<file path="src/inc/fbd_pkg.sv">
// constants, operation codes and mode names for the flash command sequencer
// assumes one 125 MHz clock and a byte-wide parallel flash on the far side
//
// What this block does
// fields the device ignores are driven as zero
// reset command returns device to array reading
// array read is one plain read cycle
// mode instructions only after that mode's entry
// leave entered modes with 90 then 00
// low address bits pick password portion
// full two-cycle program for every password portion
// password reads drive the whole address bus; code drives a[2:0] with the upper bits zero
// unlock sends every password part in full
// data line zero high means unprotected
// accelerate pin high while setting guard bits
// erase-all guards: device pre-programs, host just waits
// any address inside sector serves as locator
// identification entry AA, 55, 90 prefix
// secure region entry 88, exit 90 00
// buffer load: 25, count minus one, pairs
// write 29 to sector starts buffer programming
// abort reset is AA, 55, F0
// one suspend write pauses program or erase
// one write of 30 resumes
// erase is six writes, 10 chip, 30 sector
// bypass: 20 entry, A0 plus pair, 90 00 exit
package fbd_pkg;
  localparam int ADDR_W = 23; // byte address, lowest line included
  localparam int CLK_MHZ = 125;
  // bus timing, least times in ns (plain defaults)
  localparam int T_ADDR_SETUP_NS = 20;
  localparam int T_WRITE_PULSE_NS = 35;
  localparam int T_READ_ACCESS_NS = 70;
  localparam int T_RECOVER_NS = 30;
  // least times round up to whole cycles, never below one
  localparam int CYC_ADDR_SETUP = (T_ADDR_SETUP_NS * CLK_MHZ + 999) / 1000;
  localparam int CYC_WRITE_PULSE = (T_WRITE_PULSE_NS * CLK_MHZ + 999) / 1000;
  localparam int CYC_READ_ACCESS = (T_READ_ACCESS_NS * CLK_MHZ + 999) / 1000;
  localparam int CYC_RECOVER = (T_RECOVER_NS * CLK_MHZ + 999) / 1000;
  // unlock addresses in byte mode
  localparam logic [22:0] ADDR_UNLOCK1 = 23'h000aaa;
  localparam logic [22:0] ADDR_UNLOCK2 = 23'h000555;
  localparam logic [22:0] ADDR_ZERO = 23'h000000;
  // command bytes
  localparam logic [7:0] CMD_UNLOCK1 = 8'haa;
  localparam logic [7:0] CMD_UNLOCK2 = 8'h55;
  localparam logic [7:0] CMD_RESET = 8'hf0;
  localparam logic [7:0] CMD_ID = 8'h90;
  localparam logic [7:0] CMD_EXIT2 = 8'h00;
  localparam logic [7:0] CMD_SECURE = 8'h88;
  localparam logic [7:0] CMD_PROGRAM = 8'ha0;
  localparam logic [7:0] CMD_BUF_LOAD = 8'h25;
  localparam logic [7:0] CMD_BUF_COMMIT = 8'h29;
  localparam logic [7:0] CMD_ERASE_SETUP = 8'h80;
  localparam logic [7:0] CMD_CHIP_ERASE = 8'h10;
  localparam logic [7:0] CMD_SECTOR_ERASE = 8'h30;
  localparam logic [7:0] CMD_BYPASS = 8'h20;
  localparam logic [7:0] CMD_SUSPEND = 8'hb0;
  localparam logic [7:0] CMD_RESUME = 8'h30;
  localparam logic [7:0] CMD_PW_ENTRY = 8'h60;
  localparam logic [7:0] CMD_PERS_ENTRY = 8'hc0;
  localparam logic [7:0] CMD_LOCK_ENTRY = 8'h50;
  localparam logic [7:0] CMD_DYN_ENTRY = 8'he0;
  localparam logic [7:0] PW_PART_COUNT = 8'h03; // second unlock byte
  localparam logic [3:0] PW_UNLOCK_LAST = 4'ha; // 11 cycles, index 0..10
  // user operations
  typedef enum logic [4:0] {
    OP_READ, OP_RESET, OP_ID_ENTER, OP_SECURE_ENTER, OP_SECURE_EXIT,
    OP_PROGRAM, OP_BUF_START, OP_BUF_LOAD, OP_BUF_COMMIT, OP_BUF_ABORT,
    OP_CHIP_ERASE, OP_SECTOR_ERASE, OP_BYPASS_ENTER, OP_BYPASS_PROGRAM,
    OP_MODE_EXIT, OP_SUSPEND, OP_RESUME, OP_PW_ENTER, OP_PERS_ENTER,
    OP_LOCK_ENTER, OP_DYN_ENTER, OP_PW_PROGRAM, OP_PW_READ, OP_PW_UNLOCK,
    OP_GUARD_PROGRAM, OP_PERS_ERASE_ALL, OP_LOCK_SET, OP_STATUS_READ
  } fbd_op_e;
  // command set the device is believed to be in
  typedef enum logic [2:0] {
    MODE_ARRAY, MODE_ID, MODE_SECURE, MODE_BYPASS,
    MODE_PW, MODE_PERS, MODE_LOCK, MODE_DYN
  } fbd_mode_e;
endpackage

</file>
<file path="src/fbd_bus_cycle.sv">
// one asynchronous flash bus cycle: address setup, strobe, recovery
// assumes the flash pins are sampled synchronously to clk_sys
`timescale 1ns/10ps
module fbd_bus_cycle
  import fbd_pkg::*;
(
  input wire logic clk_sys,
  input wire logic resetn,
  input wire logic ce_sys,
  input wire logic start,
  input wire logic is_read,
  input wire logic [ADDR_W-1:0] addr,
  input wire logic [7:0] wdata,
  output logic done,
  output logic [7:0] rdata,
  output logic [ADDR_W-1:0] flash_addr,
  output logic [7:0] flash_dq_o,
  input wire logic [7:0] flash_dq_i,
  output logic flash_dq_oe_n,
  output logic flash_ce_n,
  output logic flash_we_n,
  output logic flash_oe_n
);
  typedef enum logic [1:0] {PH_IDLE, PH_SETUP, PH_STROBE, PH_RECOVER} fbd_phase_e;
  fbd_phase_e phase_r; // cycle phase
  logic [3:0] cnt_r; // cycles left in phase after this one
  logic rd_r; // current cycle is a read

  // phase sequencer with cycle counts per phase
  always_ff @(posedge clk_sys)
  begin
    if (!resetn)
    begin
      phase_r <= PH_IDLE;
      cnt_r <= 4'h0;
      rd_r <= 1'b0;
    end
    else if (ce_sys)
    begin
      unique case (phase_r)
        PH_IDLE:
          if (start)
          begin
            phase_r <= PH_SETUP;
            rd_r <= is_read;
            cnt_r <= 4'(CYC_ADDR_SETUP - 1);
          end
        PH_SETUP:
          if (cnt_r == 4'h0)
          begin
            phase_r <= PH_STROBE;
            // reads need the longer access window
            cnt_r <= rd_r ? 4'(CYC_READ_ACCESS - 1) : 4'(CYC_WRITE_PULSE - 1);
          end
          else
            cnt_r <= cnt_r - 4'h1;
        PH_STROBE:
          if (cnt_r == 4'h0)
          begin
            phase_r <= PH_RECOVER;
            cnt_r <= 4'(CYC_RECOVER - 1);
          end
          else
            cnt_r <= cnt_r - 4'h1;
        PH_RECOVER:
          if (cnt_r == 4'h0)
            phase_r <= PH_IDLE;
          else
            cnt_r <= cnt_r - 4'h1;
      endcase
    end
  end

  // pin drive; address and data held stable for the whole cycle
  always_ff @(posedge clk_sys)
  begin
    if (!resetn)
    begin
      flash_addr <= 23'h000000;
      flash_dq_o <= 8'h00;
      flash_dq_oe_n <= 1'b1;
      flash_ce_n <= 1'b1;
      flash_we_n <= 1'b1;
      flash_oe_n <= 1'b1;
    end
    else if (ce_sys)
    begin
      if (phase_r == PH_IDLE && start)
      begin
        flash_addr <= addr;
        flash_dq_o <= wdata;
        flash_dq_oe_n <= is_read; // low while we drive the data lines
        flash_ce_n <= 1'b0;
      end
      else if (phase_r == PH_SETUP && cnt_r == 4'h0)
      begin
        flash_we_n <= rd_r;
        flash_oe_n <= !rd_r;
      end
      else if (phase_r == PH_STROBE && cnt_r == 4'h0)
      begin
        // rising write strobe latches the data while still driven
        flash_we_n <= 1'b1;
        flash_oe_n <= 1'b1;
      end
      else if (phase_r == PH_RECOVER && cnt_r == 4'h0)
      begin
        flash_ce_n <= 1'b1;
        flash_dq_oe_n <= 1'b1;
      end
    end
  end

  // read data sampled at end of access window
  always_ff @(posedge clk_sys)
  begin
    if (!resetn)
      rdata <= 8'h00;
    else if (ce_sys && phase_r == PH_STROBE && cnt_r == 4'h0 && rd_r)
      rdata <= flash_dq_i;
  end

  // done pulses on the last recovery cycle
  assign done = ce_sys && phase_r == PH_RECOVER && cnt_r == 4'h0;
endmodule

</file>
<file path="src/fbd_controller.sv">
// host-side command sequencer for a byte-wide parallel flash
// assumes the user holds cmd_* stable only while cmd_valid and cmd_ready meet
`timescale 1ns/10ps
module fbd_controller
  import fbd_pkg::*;
(
  input wire logic clk_sys,
  input wire logic resetn,
  input wire logic ce_sys,
  input wire logic cmd_valid,
  output logic cmd_ready,
  input wire fbd_op_e cmd_op,
  input wire logic [ADDR_W-1:0] cmd_addr,
  input wire logic [7:0] cmd_data,
  input wire logic [63:0] cmd_secret,
  output logic rsp_valid,
  output logic rsp_err,
  output logic [7:0] rsp_data,
  output logic rsp_unprotected,
  output fbd_mode_e mode_state,
  output logic [ADDR_W-1:0] flash_addr,
  output logic [7:0] flash_dq_o,
  input wire logic [7:0] flash_dq_i,
  output logic flash_dq_oe_n,
  output logic flash_ce_n,
  output logic flash_we_n,
  output logic flash_oe_n,
  output logic accelerate_pin
);
  typedef enum logic [1:0] {ST_IDLE, ST_ISSUE, ST_WAIT} fbd_state_e;
  fbd_state_e state_r; // sequencer state
  fbd_op_e op_r; // operation in progress
  fbd_mode_e mode_r; // command set the device is in
  logic [ADDR_W-1:0] addr_r; // user address
  logic [7:0] data_r; // user data
  logic [63:0] secret_r; // password for unlock
  logic [3:0] idx_r; // bus cycle index in sequence
  logic [32:0] step; // {read, last, address, data}
  logic bus_start; // launch one bus cycle
  logic bus_done; // bus cycle finished
  logic [7:0] bus_rdata; // byte read back

  // true when the op may be sent in the current mode
  function automatic logic op_allowed(fbd_op_e op, fbd_mode_e m);
    logic ok;
    ok = 1'b1;
    unique case (op)
      OP_PW_PROGRAM, OP_PW_READ, OP_PW_UNLOCK: ok = (m == MODE_PW);
      OP_GUARD_PROGRAM: ok = (m == MODE_PERS) || (m == MODE_DYN);
      OP_PERS_ERASE_ALL: ok = (m == MODE_PERS);
      OP_LOCK_SET: ok = (m == MODE_LOCK);
      OP_STATUS_READ: ok = (m == MODE_PERS) || (m == MODE_DYN) || (m == MODE_LOCK);
      OP_BYPASS_PROGRAM: ok = (m == MODE_BYPASS);
      OP_MODE_EXIT: ok = (m != MODE_ARRAY);
      default: ok = 1'b1;
    endcase
    return ok;
  endfunction

  // one bus cycle of a sequence; unlock prefix is the default
  function automatic logic [32:0] seq_step(fbd_op_e op, logic [3:0] i, logic [ADDR_W-1:0] a,
                                           logic [7:0] d, logic [63:0] pw, fbd_mode_e m);
    logic rd;
    logic last;
    logic [ADDR_W-1:0] ad;
    logic [7:0] dt;
    logic [2:0] k;
    rd = 1'b0;
    last = 1'b0;
    k = 3'(i - 4'h2);
    ad = (i == 4'h1) ? ADDR_UNLOCK2 : ADDR_UNLOCK1;
    dt = (i == 4'h1) ? CMD_UNLOCK2 : CMD_UNLOCK1;
    unique case (op)
      OP_READ:
      begin
        rd = 1'b1;
        last = 1'b1;
        ad = a;
      end
      OP_RESET:
      begin
        last = 1'b1;
        ad = ADDR_ZERO;
        dt = CMD_RESET;
      end
      OP_ID_ENTER: if (i == 4'h2) begin last = 1'b1; dt = CMD_ID; end
      OP_SECURE_ENTER: if (i == 4'h2) begin last = 1'b1; dt = CMD_SECURE; end
      OP_SECURE_EXIT:
        if (i == 4'h2) dt = CMD_ID;
        else if (i == 4'h3) begin last = 1'b1; ad = ADDR_ZERO; dt = CMD_EXIT2; end
      OP_PROGRAM:
        if (i == 4'h2) dt = CMD_PROGRAM;
        else if (i == 4'h3) begin last = 1'b1; ad = a; dt = d; end
      OP_BUF_START:
        if (i == 4'h2) begin ad = a; dt = CMD_BUF_LOAD; end
        else if (i == 4'h3) begin last = 1'b1; ad = a; dt = d; end
      OP_BUF_LOAD: begin last = 1'b1; ad = a; dt = d; end
      OP_BUF_COMMIT: begin last = 1'b1; ad = a; dt = CMD_BUF_COMMIT; end
      OP_BUF_ABORT: if (i == 4'h2) begin last = 1'b1; dt = CMD_RESET; end
      OP_CHIP_ERASE, OP_SECTOR_ERASE:
        if (i == 4'h2) dt = CMD_ERASE_SETUP;
        else if (i == 4'h3) dt = CMD_UNLOCK1;
        else if (i == 4'h4) begin ad = ADDR_UNLOCK2; dt = CMD_UNLOCK2; end
        else if (i == 4'h5)
        begin
          last = 1'b1;
          ad = (op == OP_CHIP_ERASE) ? ADDR_UNLOCK1 : a;
          dt = (op == OP_CHIP_ERASE) ? CMD_CHIP_ERASE : CMD_SECTOR_ERASE;
        end
      OP_BYPASS_ENTER: if (i == 4'h2) begin last = 1'b1; dt = CMD_BYPASS; end
      OP_BYPASS_PROGRAM, OP_GUARD_PROGRAM, OP_LOCK_SET, OP_PW_PROGRAM:
        if (i == 4'h0) begin ad = ADDR_ZERO; dt = CMD_PROGRAM; end
        else
        begin
          last = 1'b1;
          ad = (op == OP_LOCK_SET) ? ADDR_ZERO : a;
          dt = d;
          // dynamic guard takes set/clear on bit 0; persistent guard and lock set write 00
          if (op == OP_GUARD_PROGRAM) dt = (m == MODE_DYN) ? {7'h00, d[0]} : 8'h00;
          if (op == OP_LOCK_SET) dt = 8'h00;
        end
      OP_MODE_EXIT:
        if (i == 4'h0) begin ad = ADDR_ZERO; dt = CMD_ID; end
        else begin last = 1'b1; ad = ADDR_ZERO; dt = CMD_EXIT2; end
      OP_SUSPEND: begin last = 1'b1; ad = ADDR_ZERO; dt = CMD_SUSPEND; end
      OP_RESUME: begin last = 1'b1; ad = ADDR_ZERO; dt = CMD_RESUME; end
      OP_PW_ENTER: if (i == 4'h2) begin last = 1'b1; dt = CMD_PW_ENTRY; end
      OP_PERS_ENTER: if (i == 4'h2) begin last = 1'b1; dt = CMD_PERS_ENTRY; end
      OP_LOCK_ENTER: if (i == 4'h2) begin last = 1'b1; dt = CMD_LOCK_ENTRY; end
      OP_DYN_ENTER: if (i == 4'h2) begin last = 1'b1; dt = CMD_DYN_ENTRY; end
      OP_PW_READ:
      begin
        rd = 1'b1;
        last = 1'b1;
        ad = {20'h00000, a[2:0]};
      end
      OP_PW_UNLOCK:
      begin
        ad = ADDR_ZERO;
        if (i == 4'h0) dt = CMD_BUF_LOAD;
        else if (i == 4'h1) dt = PW_PART_COUNT;
        else if (i == PW_UNLOCK_LAST) begin last = 1'b1; dt = CMD_BUF_COMMIT; end
        else begin ad = {20'h00000, k}; dt = pw[{k, 3'b000} +: 8]; end
      end
      OP_PERS_ERASE_ALL:
        if (i == 4'h0) begin ad = ADDR_ZERO; dt = CMD_ERASE_SETUP; end
        else begin last = 1'b1; ad = ADDR_ZERO; dt = CMD_SECTOR_ERASE; end
      OP_STATUS_READ:
      begin
        rd = 1'b1;
        last = 1'b1;
        ad = a;
      end
    endcase
    return {rd, last, ad, dt};
  endfunction

  assign step = seq_step(op_r, idx_r, addr_r, data_r, secret_r, mode_r);
  assign cmd_ready = (state_r == ST_IDLE) && ce_sys;
  assign bus_start = ce_sys && (state_r == ST_ISSUE);
  assign mode_state = mode_r;

  // sequencer: accept, issue cycles one by one, finish
  always_ff @(posedge clk_sys)
  begin
    if (!resetn)
    begin
      state_r <= ST_IDLE;
      op_r <= OP_READ;
      addr_r <= 23'h000000;
      data_r <= 8'h00;
      secret_r <= 64'h0000000000000000;
      idx_r <= 4'h0;
    end
    else if (ce_sys)
    begin
      unique case (state_r)
        ST_IDLE:
          // refused ops never reach the pins
          if (cmd_valid && op_allowed(cmd_op, mode_r))
          begin
            state_r <= ST_ISSUE;
            op_r <= cmd_op;
            addr_r <= cmd_addr;
            data_r <= cmd_data;
            secret_r <= cmd_secret;
            idx_r <= 4'h0;
          end
        ST_ISSUE: state_r <= ST_WAIT;
        ST_WAIT:
          if (bus_done)
          begin
            state_r <= step[31] ? ST_IDLE : ST_ISSUE;
            idx_r <= idx_r + 4'h1;
          end
      endcase
    end
  end

  // mode tracking, updated when a sequence completes
  always_ff @(posedge clk_sys)
  begin
    if (!resetn)
      mode_r <= MODE_ARRAY;
    else if (ce_sys && state_r == ST_WAIT && bus_done && step[31])
    begin
      unique case (op_r)
        OP_ID_ENTER: mode_r <= MODE_ID;
        OP_SECURE_ENTER: mode_r <= MODE_SECURE;
        OP_BYPASS_ENTER: mode_r <= MODE_BYPASS;
        OP_PW_ENTER: mode_r <= MODE_PW;
        OP_PERS_ENTER: mode_r <= MODE_PERS;
        OP_LOCK_ENTER: mode_r <= MODE_LOCK;
        OP_DYN_ENTER: mode_r <= MODE_DYN;
        OP_MODE_EXIT, OP_SECURE_EXIT, OP_RESET, OP_BUF_ABORT: mode_r <= MODE_ARRAY;
        default: mode_r <= mode_r;
      endcase
    end
  end

  // accelerate pin high across guard-setting sequences
  always_ff @(posedge clk_sys)
  begin
    if (!resetn)
      accelerate_pin <= 1'b0;
    else if (ce_sys && state_r == ST_IDLE)
      accelerate_pin <= cmd_valid && cmd_op == OP_GUARD_PROGRAM && op_allowed(cmd_op, mode_r);
    else if (ce_sys && state_r == ST_WAIT && bus_done && step[31])
      accelerate_pin <= 1'b0;
  end

  // answer: completion or refusal pulse, read data held
  always_ff @(posedge clk_sys)
  begin
    if (!resetn)
    begin
      rsp_valid <= 1'b0;
      rsp_err <= 1'b0;
      rsp_data <= 8'h00;
      rsp_unprotected <= 1'b0;
    end
    else if (ce_sys)
    begin
      rsp_valid <= (state_r == ST_WAIT && bus_done && step[31]) ||
                   (state_r == ST_IDLE && cmd_valid && !op_allowed(cmd_op, mode_r));
      rsp_err <= state_r == ST_IDLE && cmd_valid && !op_allowed(cmd_op, mode_r);
      if (state_r == ST_WAIT && bus_done && step[32])
      begin
        rsp_data <= bus_rdata;
        rsp_unprotected <= bus_rdata[0];
      end
    end
  end

  fbd_bus_cycle u_bus (
    .clk_sys(clk_sys),
    .resetn(resetn),
    .ce_sys(ce_sys),
    .start(bus_start),
    .is_read(step[32]),
    .addr(step[30:8]),
    .wdata(step[7:0]),
    .done(bus_done),
    .rdata(bus_rdata),
    .flash_addr(flash_addr),
    .flash_dq_o(flash_dq_o),
    .flash_dq_i(flash_dq_i),
    .flash_dq_oe_n(flash_dq_oe_n),
    .flash_ce_n(flash_ce_n),
    .flash_we_n(flash_we_n),
    .flash_oe_n(flash_oe_n)
  );
endmodule
</file>
<file path="config.mk">
export PLATFORM = sky130hd
export DESIGN_NAME = fbd_controller
export DESIGN_NICKNAME = d
export VERILOG_FILES = /design/src/inc/fbd_pkg.sv /design/src/fbd_bus_cycle.sv /design/src/fbd_controller.sv
export SDC_FILE = /design/constraint.sdc
export NUM_CORES = 1
export LEC_CHECK = 0
export ABC_AREA = 0
export BUFFER_PORTS_ARGS = -buffer_cell sky130_fd_sc_hd__buf_2
export CAP_MARGIN = 5
export CORE_ASPECT_RATIO = 0.8
export CORE_MARGIN = 2
export CORE_UTILIZATION = 30
export DETAILED_ROUTE_END_ITERATION = 8
export PLACE_DENSITY_LB_ADDON = 0.25
export REMOVE_ABC_BUFFERS = 1
export SLEW_MARGIN = 15
export SYNTH_ARGS = -nofsm -noshare
export SYNTH_HDL_FRONTEND = slang
export SYNTH_HIERARCHICAL = 1
export SYNTH_SLANG_ARGS = --single-unit
export TNS_END_PERCENT = 10
</file>
<file path="constraint.sdc">
create_clock -name clk_sys -period 3.2 [get_ports clk_sys]
set_input_delay 0.48 -clock clk_sys [delete_from_list [all_inputs] [get_ports clk_sys]]
set_output_delay 0.48 -clock clk_sys [all_outputs]
set_load 0.01 [all_outputs]
</file>
# ---- Word-level counts from Yosys, hierarchy flattened
# Cells that the tools add are included.
dict set report classes {
  n_bitwise 1
  eq_ne 61
  reduce_logical 60
  n_mul 0
  n_mux 96
  div 0
  magnitude_cmp 0
  addsub 3
  shifts 1
}
# operator count
set ops {}
lappend ops {{23-bit 2-to-1 mux} 10}
lappend ops {{8-bit 2-to-1 mux} 26}
lappend ops {{23-bit case mux with 9 select lines} 1}
lappend ops {{8-bit case mux with 21 select lines} 1}
lappend ops {{5-bit == test (second input constant)} 19}
lappend ops {{64-bit by 7-bit indexed part select with 8-bit output} 1}
lappend ops {{5-bit by 4-bit == test with 1-bit output (second input constant)} 10}
lappend ops {{12-bit 2-to-1 mux} 3}
lappend ops {{1-bit 2-to-1 mux} 31}
lappend ops {{4-bit 2-to-1 mux} 7}
lappend ops {{3-bit case mux with 8 select lines} 1}
lappend ops {{1-bit logical AND} 22}
lappend ops {{5-bit by 3-bit == test with 1-bit output (second input constant)} 4}
lappend ops {{4-bit case mux with 4 select lines} 1}
lappend ops {{8-bit OR reduction} 2}
lappend ops {{3-bit AND reduction} 5}
lappend ops {{2-bit by 1-bit != test with 1-bit output (second input constant)} 7}
lappend ops {{3-bit == test (second input constant)} 4}
lappend ops {{2-bit 2-to-1 mux} 6}
lappend ops {{4-bit OR reduction} 3}
lappend ops {{5-bit by 2-bit == test with 1-bit output (second input constant)} 2}
lappend ops {{3-bit 2-to-1 mux} 3}
lappend ops {{3-bit OR reduction} 3}
lappend ops {{4-bit by 2-bit == test with 1-bit output (second input constant)} 2}
lappend ops {{other kinds (32)} 48}
dict set report word_totals {
  mem_bits_rw 0
  wordCells 244
  input_bits 112
  reg_bits 171
  latch_bits 0
  output_inout_bits 51
  romBits 0
  memories 0
}

# ---- Logic depth before layout (Yosys ltp)
dict set report logic_depth {
  word_depth 10
  depth_mapped 14
  mapped_depth_nobuf 10
}

# ---- By module
# Netlist, hierarchy kept.
# module area_each_um2 seq_area_each_um2 instances cells_each
set by_module_without_submodules {}
lappend by_module_without_submodules {fbd_controller 7594.8 2402.3 1 863}
lappend by_module_without_submodules {fbd_bus_cycle 2098.3 1001.0 1 253}

# ---- Worst setup path after synthesis
# Ideal clock, no wire load.
dict set report synth_timing {
  path_kind {register -> register}
  startpoint {register idx_r[0]}
  endpoint {register u_bus.flash_addr[10]}
  required_time_ps 3068
  stages_incl_launch_ff 14
  t_arrival_ps 2770
  period_less_slack_ps 2902
  setup_time_ps 132
  slack_ps 298
  path_cell_list {dfxtp_1 -> buf_2 -> buf_2 -> inv_1 -> ha_1 -> clkbuf_1 -> nor2b_1 -> o22ai_1 -> and3_1 -> or4_1 -> o21ai_0 -> nand2_1 -> nand2_1 -> a21oi_1}
}
dict set report synth_between {
  elab_chain_cells 7
  word_cells_on_any_way 18
  cone_classes {5 x eq/ne; 12 x mux; 1 x reduce/logical}
}
# element line
set synth_lines {}
lappend synth_lines {{from (decl)} fbd_controller.sv:37} ;# logic [3:0] idx_r;
lappend synth_lines {{from (signal assigned)} fbd_controller.sv:194} ;# idx_r <= idx_r + 4'h1;
lappend synth_lines {{4-bit by 1-bit == test with 1-bit output} {fbd_controller.sv:71, fbd_controller.sv:141}}
lappend synth_lines {{12-bit 2-to-1 mux} fbd_controller.sv:71} ;# ad = (i == 4'h1) ? ADDR_UNLOCK2 : ADDR_UNLOCK1;
lappend synth_lines {{23-bit 2-to-1 mux} fbd_controller.sv:104} ;# else if (i == 4'h5)
lappend synth_lines {{23-bit 2-to-1 mux} fbd_controller.sv:103} ;# else if (i == 4'h4) begin ad = ADDR_UNLOCK2; dt = CMD_UNLOCK2; end
lappend synth_lines {{23-bit 2-to-1 mux} fbd_controller.sv:102} ;# else if (i == 4'h3) dt = CMD_UNLOCK1;
lappend synth_lines {{23-bit 2-to-1 mux} fbd_controller.sv:101} ;# if (i == 4'h2) dt = CMD_ERASE_SETUP;
lappend synth_lines {{23-bit case mux with 9 select lines *} fbd_controller.sv:73} ;# unique case (op)
lappend synth_lines {{named net step[18]} fbd_controller.sv:38} ;# logic [32:0] step;
lappend synth_lines {{to (signal assigned)} fbd_bus_cycle.sv:90} ;# flash_addr <= addr;
lappend synth_lines {{to (decl)} fbd_bus_cycle.sv:16} ;# output logic [ADDR_W-1:0] flash_addr,
# The timed path passes the listed nets; every way through them passes the cells marked *.
# A chain may end at the register's enable or synchronous reset.

# ---- Worst setup path in the final report
dict set report layout_timing {
  startpoint {register u_bus.cnt_r[0]}
  endpoint {register idx_r[2]}
}
dict set report layout_between {
  elab_chain_cells 4
}
# element line
set layout_lines {}
lappend layout_lines {{from (decl)} fbd_bus_cycle.sv:26} ;# logic [3:0] cnt_r;
lappend layout_lines {{from (signal assigned)} fbd_bus_cycle.sv:46} ;# cnt_r <= 4'(CYC_ADDR_SETUP - 1);
lappend layout_lines {{from (signal assigned)} fbd_bus_cycle.sv:53} ;# cnt_r <= rd_r ? 4'(CYC_READ_ACCESS - 1) : 4'(CYC_WRITE_PULSE - 1);
lappend layout_lines {{from (signal assigned)} fbd_bus_cycle.sv:56} ;# cnt_r <= cnt_r - 4'h1;
lappend layout_lines {{4-bit logical NOT} fbd_bus_cycle.sv:124} ;# assign done = ce_sys && phase_r == PH_RECOVER && cnt_r == 4'h0;
lappend layout_lines {{1-bit logical AND} fbd_bus_cycle.sv:124}
lappend layout_lines {{named net bus_done} fbd_controller.sv:40} ;# logic bus_done;
lappend layout_lines {{2-bit != test (no line)} --}
lappend layout_lines {{4-bit AND reduction (no line)} --}
# The timed path passes the listed nets, and every way through them passes these cells.

==> impl_metrics.tcl <==
set metrics [dict create \
    die_area_sq_um 33800 \
    syn_inst 1116 \
    peakVddDrop_v 0.000379 \
    crit_type "flip-flop to flip-flop" \
    p_int_uw 3710 \
    drv_slew 0 \
    cts_resized 0 \
    cts_buffer_depth 2 \
    synth_fa_ha_area_frac 0.0207 \
    status "finished, final reports clean" \
    grt_pass1_wl_um 50800 \
    design_area_sq_um 11900 \
    synthDistinctLibCells 84 \
    hold_viol 0 \
    clock_sinks 170 \
    p_switching_uw 1550 \
    max_slew.worst_pin.slew_ns 0.945 \
    maxCapViolations 0 \
    rows 58 \
    n_antenna_cell 0 \
    hold_path.class "input pin to flip-flop" \
    hpwl_um 24400 \
    cts_hold_buf 0 \
    drt_pre_antenna_iters 5 \
    core_sq_um 31600 \
    p_leak_uw 0.00453 \
    drcViolationCount 0 \
    p_seq_frac 0.428 \
    dpl-instance-area_sq_um 11300 \
    nets 1424 \
    finalCritPeriodShare 0.923 \
    setup_violations 0 \
    grt_use_total 0.197 \
    ioPinCount 163 \
    drt-wirelength-per-cell_um 19.1 \
    path_max_fanout 8 \
    wl_um 33100 \
    ys_seq_area_frac 0.351 \
    layout_common_cells "dfxtp_1, buf_2, mux2i_1" \
    post-route-util 0.376 \
    yosysTopAreaCellShare 0.351 \
    die_x_um 205 \
    p_sw_frac 0.294 \
    insertion_delay_ns 0.45 \
    crit_arrival_ns 3.29 \
    drtIter0Drc 804 \
    overflow 0 \
    crit_path_end_kind "flip-flop" \
    final_common_cell "dfxtp_1" \
    antenna_found_initial 1 \
    synthArstFlopShare 0 \
    synth_top_family_by_area "simple AND/OR/NAND/NOR gates" \
    synth_area_leaders "dfxtp_1, mux2i_1, nor2b_1, nand2_1, a21oi_1" \
    period_minus_slack_ns 2.95 \
    muxShareOfSynthArea 0.177 \
    syn2layout_area_growth_pct 22.7 \
    required_ns 3.53 \
    synth_edf_count 0 \
    rsz0062_at_grt "false" \
    grt_pass1_vias 8520 \
    synth_compound_area_frac 0.157 \
    vias 8864 \
    setup.worst_path.start "u_bus/cnt_r[0]" \
    timing.rr.start "u_bus/cnt_r[0]" \
    relSlewSlack 0.362 \
    synth_simple_gate_area_share 0.236 \
    comb_power_share 0.154 \
    drive_gt1_frac 0.241 \
    numCtsBuffers 17 \
    vias_per_cell 5.13 \
    crit_path_start_kind "flip-flop" \
    fillers 3320 \
    hold_start "flash_dq_i[3]" \
    netlist_area_sq_um 9690 \
    avgSynthCellArea_sq_um 8.69 \
    fmax_mhz 339 \
    grt_start_max_net_pins 63 \
    initial_core_util 0.306 \
    clkTransAtPathRegs_ns 0.08 \
    cts_setup_buffers 0 \
    synth_flop_cell "dfxtp_1" \
    htree_levels 4 \
    die_y_um 165 \
    skew_ns 0.00832 \
    synth-xor-area-share 0.00361 \
    cts-root-buf "clkbuf_16" \
    clkPwrFrac 0.417 \
    yosys.area.top_type "dfxtp_1" \
    synth-seq-cells 170 \
    place_congestion 1.08 \
    ys_warn_count 6 \
    tritoncts "done" \
    power.density_nw_per_um2 442 \
    numPortBuffers 162 \
    antenna_left 0 \
]
flip-flops by register name, indices dropped and copies added, names as in the netlist, 2 cells and up:
register	count
idx_r	4
mode_state	3
u_bus/cnt_r	4
data_r	8
op_r	5
u_bus/rdata	8
addr_r	23
state_r	2
u_bus/phase_r	2
u_bus/flash_addr	23
u_bus/flash_dq_o	8
rsp_data	8
secret_r	64
final cells by class:
class                      count  area [sq um]  area share
multi-input combinational    836          5760       0.485
sequential                   170          3400       0.286
timing repair buffer         245          1490       0.125
tap                          420           526      0.0442
clock buffer                  18           439      0.0369
clock inverter                14           176      0.0148
inverter                      26          97.6     0.00821
power by group through the flow:
stage               registers (uW)  clock network [uW]  logic (uW)
floorplan                     2290                   0         473
global placement              2300                   0         813
detailed placement            2300                   0         807
CTS                           2250                2260         809
global route                  2260                2340         884
finish                        2250                2190         811
kinds of logic (layout without fill, tap and decap cells):
family	after synthesis	in the layout
muxes	151	151
buffers and inverters	110	303
and+or+nand+nor	429	429
adders and majority gates	16	16
AOI/OAI and AO/OA	236	236
DFF	170	170
xor gates and xnor gates	4	4
worst paths after layout:
check	endpoint	slack (ns)	cells after the start
worst max-delay path	idx_r[2]	0.25	8
worst max register to register	idx_r[2]	0.25	8
worst min register to register	u_bus/flash_dq_o[6]	0.46	2
worst min-delay path	u_bus/rdata[3]	0.26	3
layer usage:
metal / wire length [um] / track usage / vias up
li1: - / - / 4319
met1: 16300 / 0.289 / 4208
met2: 13800 / 0.283 / 286
met3: 2180 / 0.0440 / 49
met4: 822 / 0.0615 / 2
met5: 11 / 0 / -
through the flow:
stage	setup slack, ns	power [uW]	instances	hold slack [ns]	TNS [ns]
floorplan	-2.50	2770	1032	0.460	-252.89
global placement	0.324	3110	1697	0.444	0
detailed placement	0.298	3110	1697	0.444	0
CTS	0.277	5320	1729	0.247	0
global route	0.0195	5490	1729	0.257	0
finish	0.248	5250	1729	0.264	0
worst max-delay path, cell delays in order, from the launching register on:
cell and delay, ns:
dfxtp_1 0.35, inv_1 0.10, ha_1 0.21, nor3b_1 0.73, and3_1 0.27, inv_1 0.04
a21boi_0 0.31, a41oi_1 0.42, a211o_1 0.41
synth_stat cells, types with 7 or more instances:
library cell and number:
and3_1 7, o21ai_0 41, clkbuf_1 48, nor2_1 48
inv_1 25, dfxtp_1 170, nor3_1 16, o22ai_1 17
nor3b_1 7, nand3_1 23, buf_6 12, buf_2 17
nand2_1 125, ha_1 16, a21oi_1 86, mux2i_1 131
nand2b_1 15, and2_1 20, mux4_2 16, a31oi_1 12
nor2b_1 125
Power figures use the tool's default switching activity.
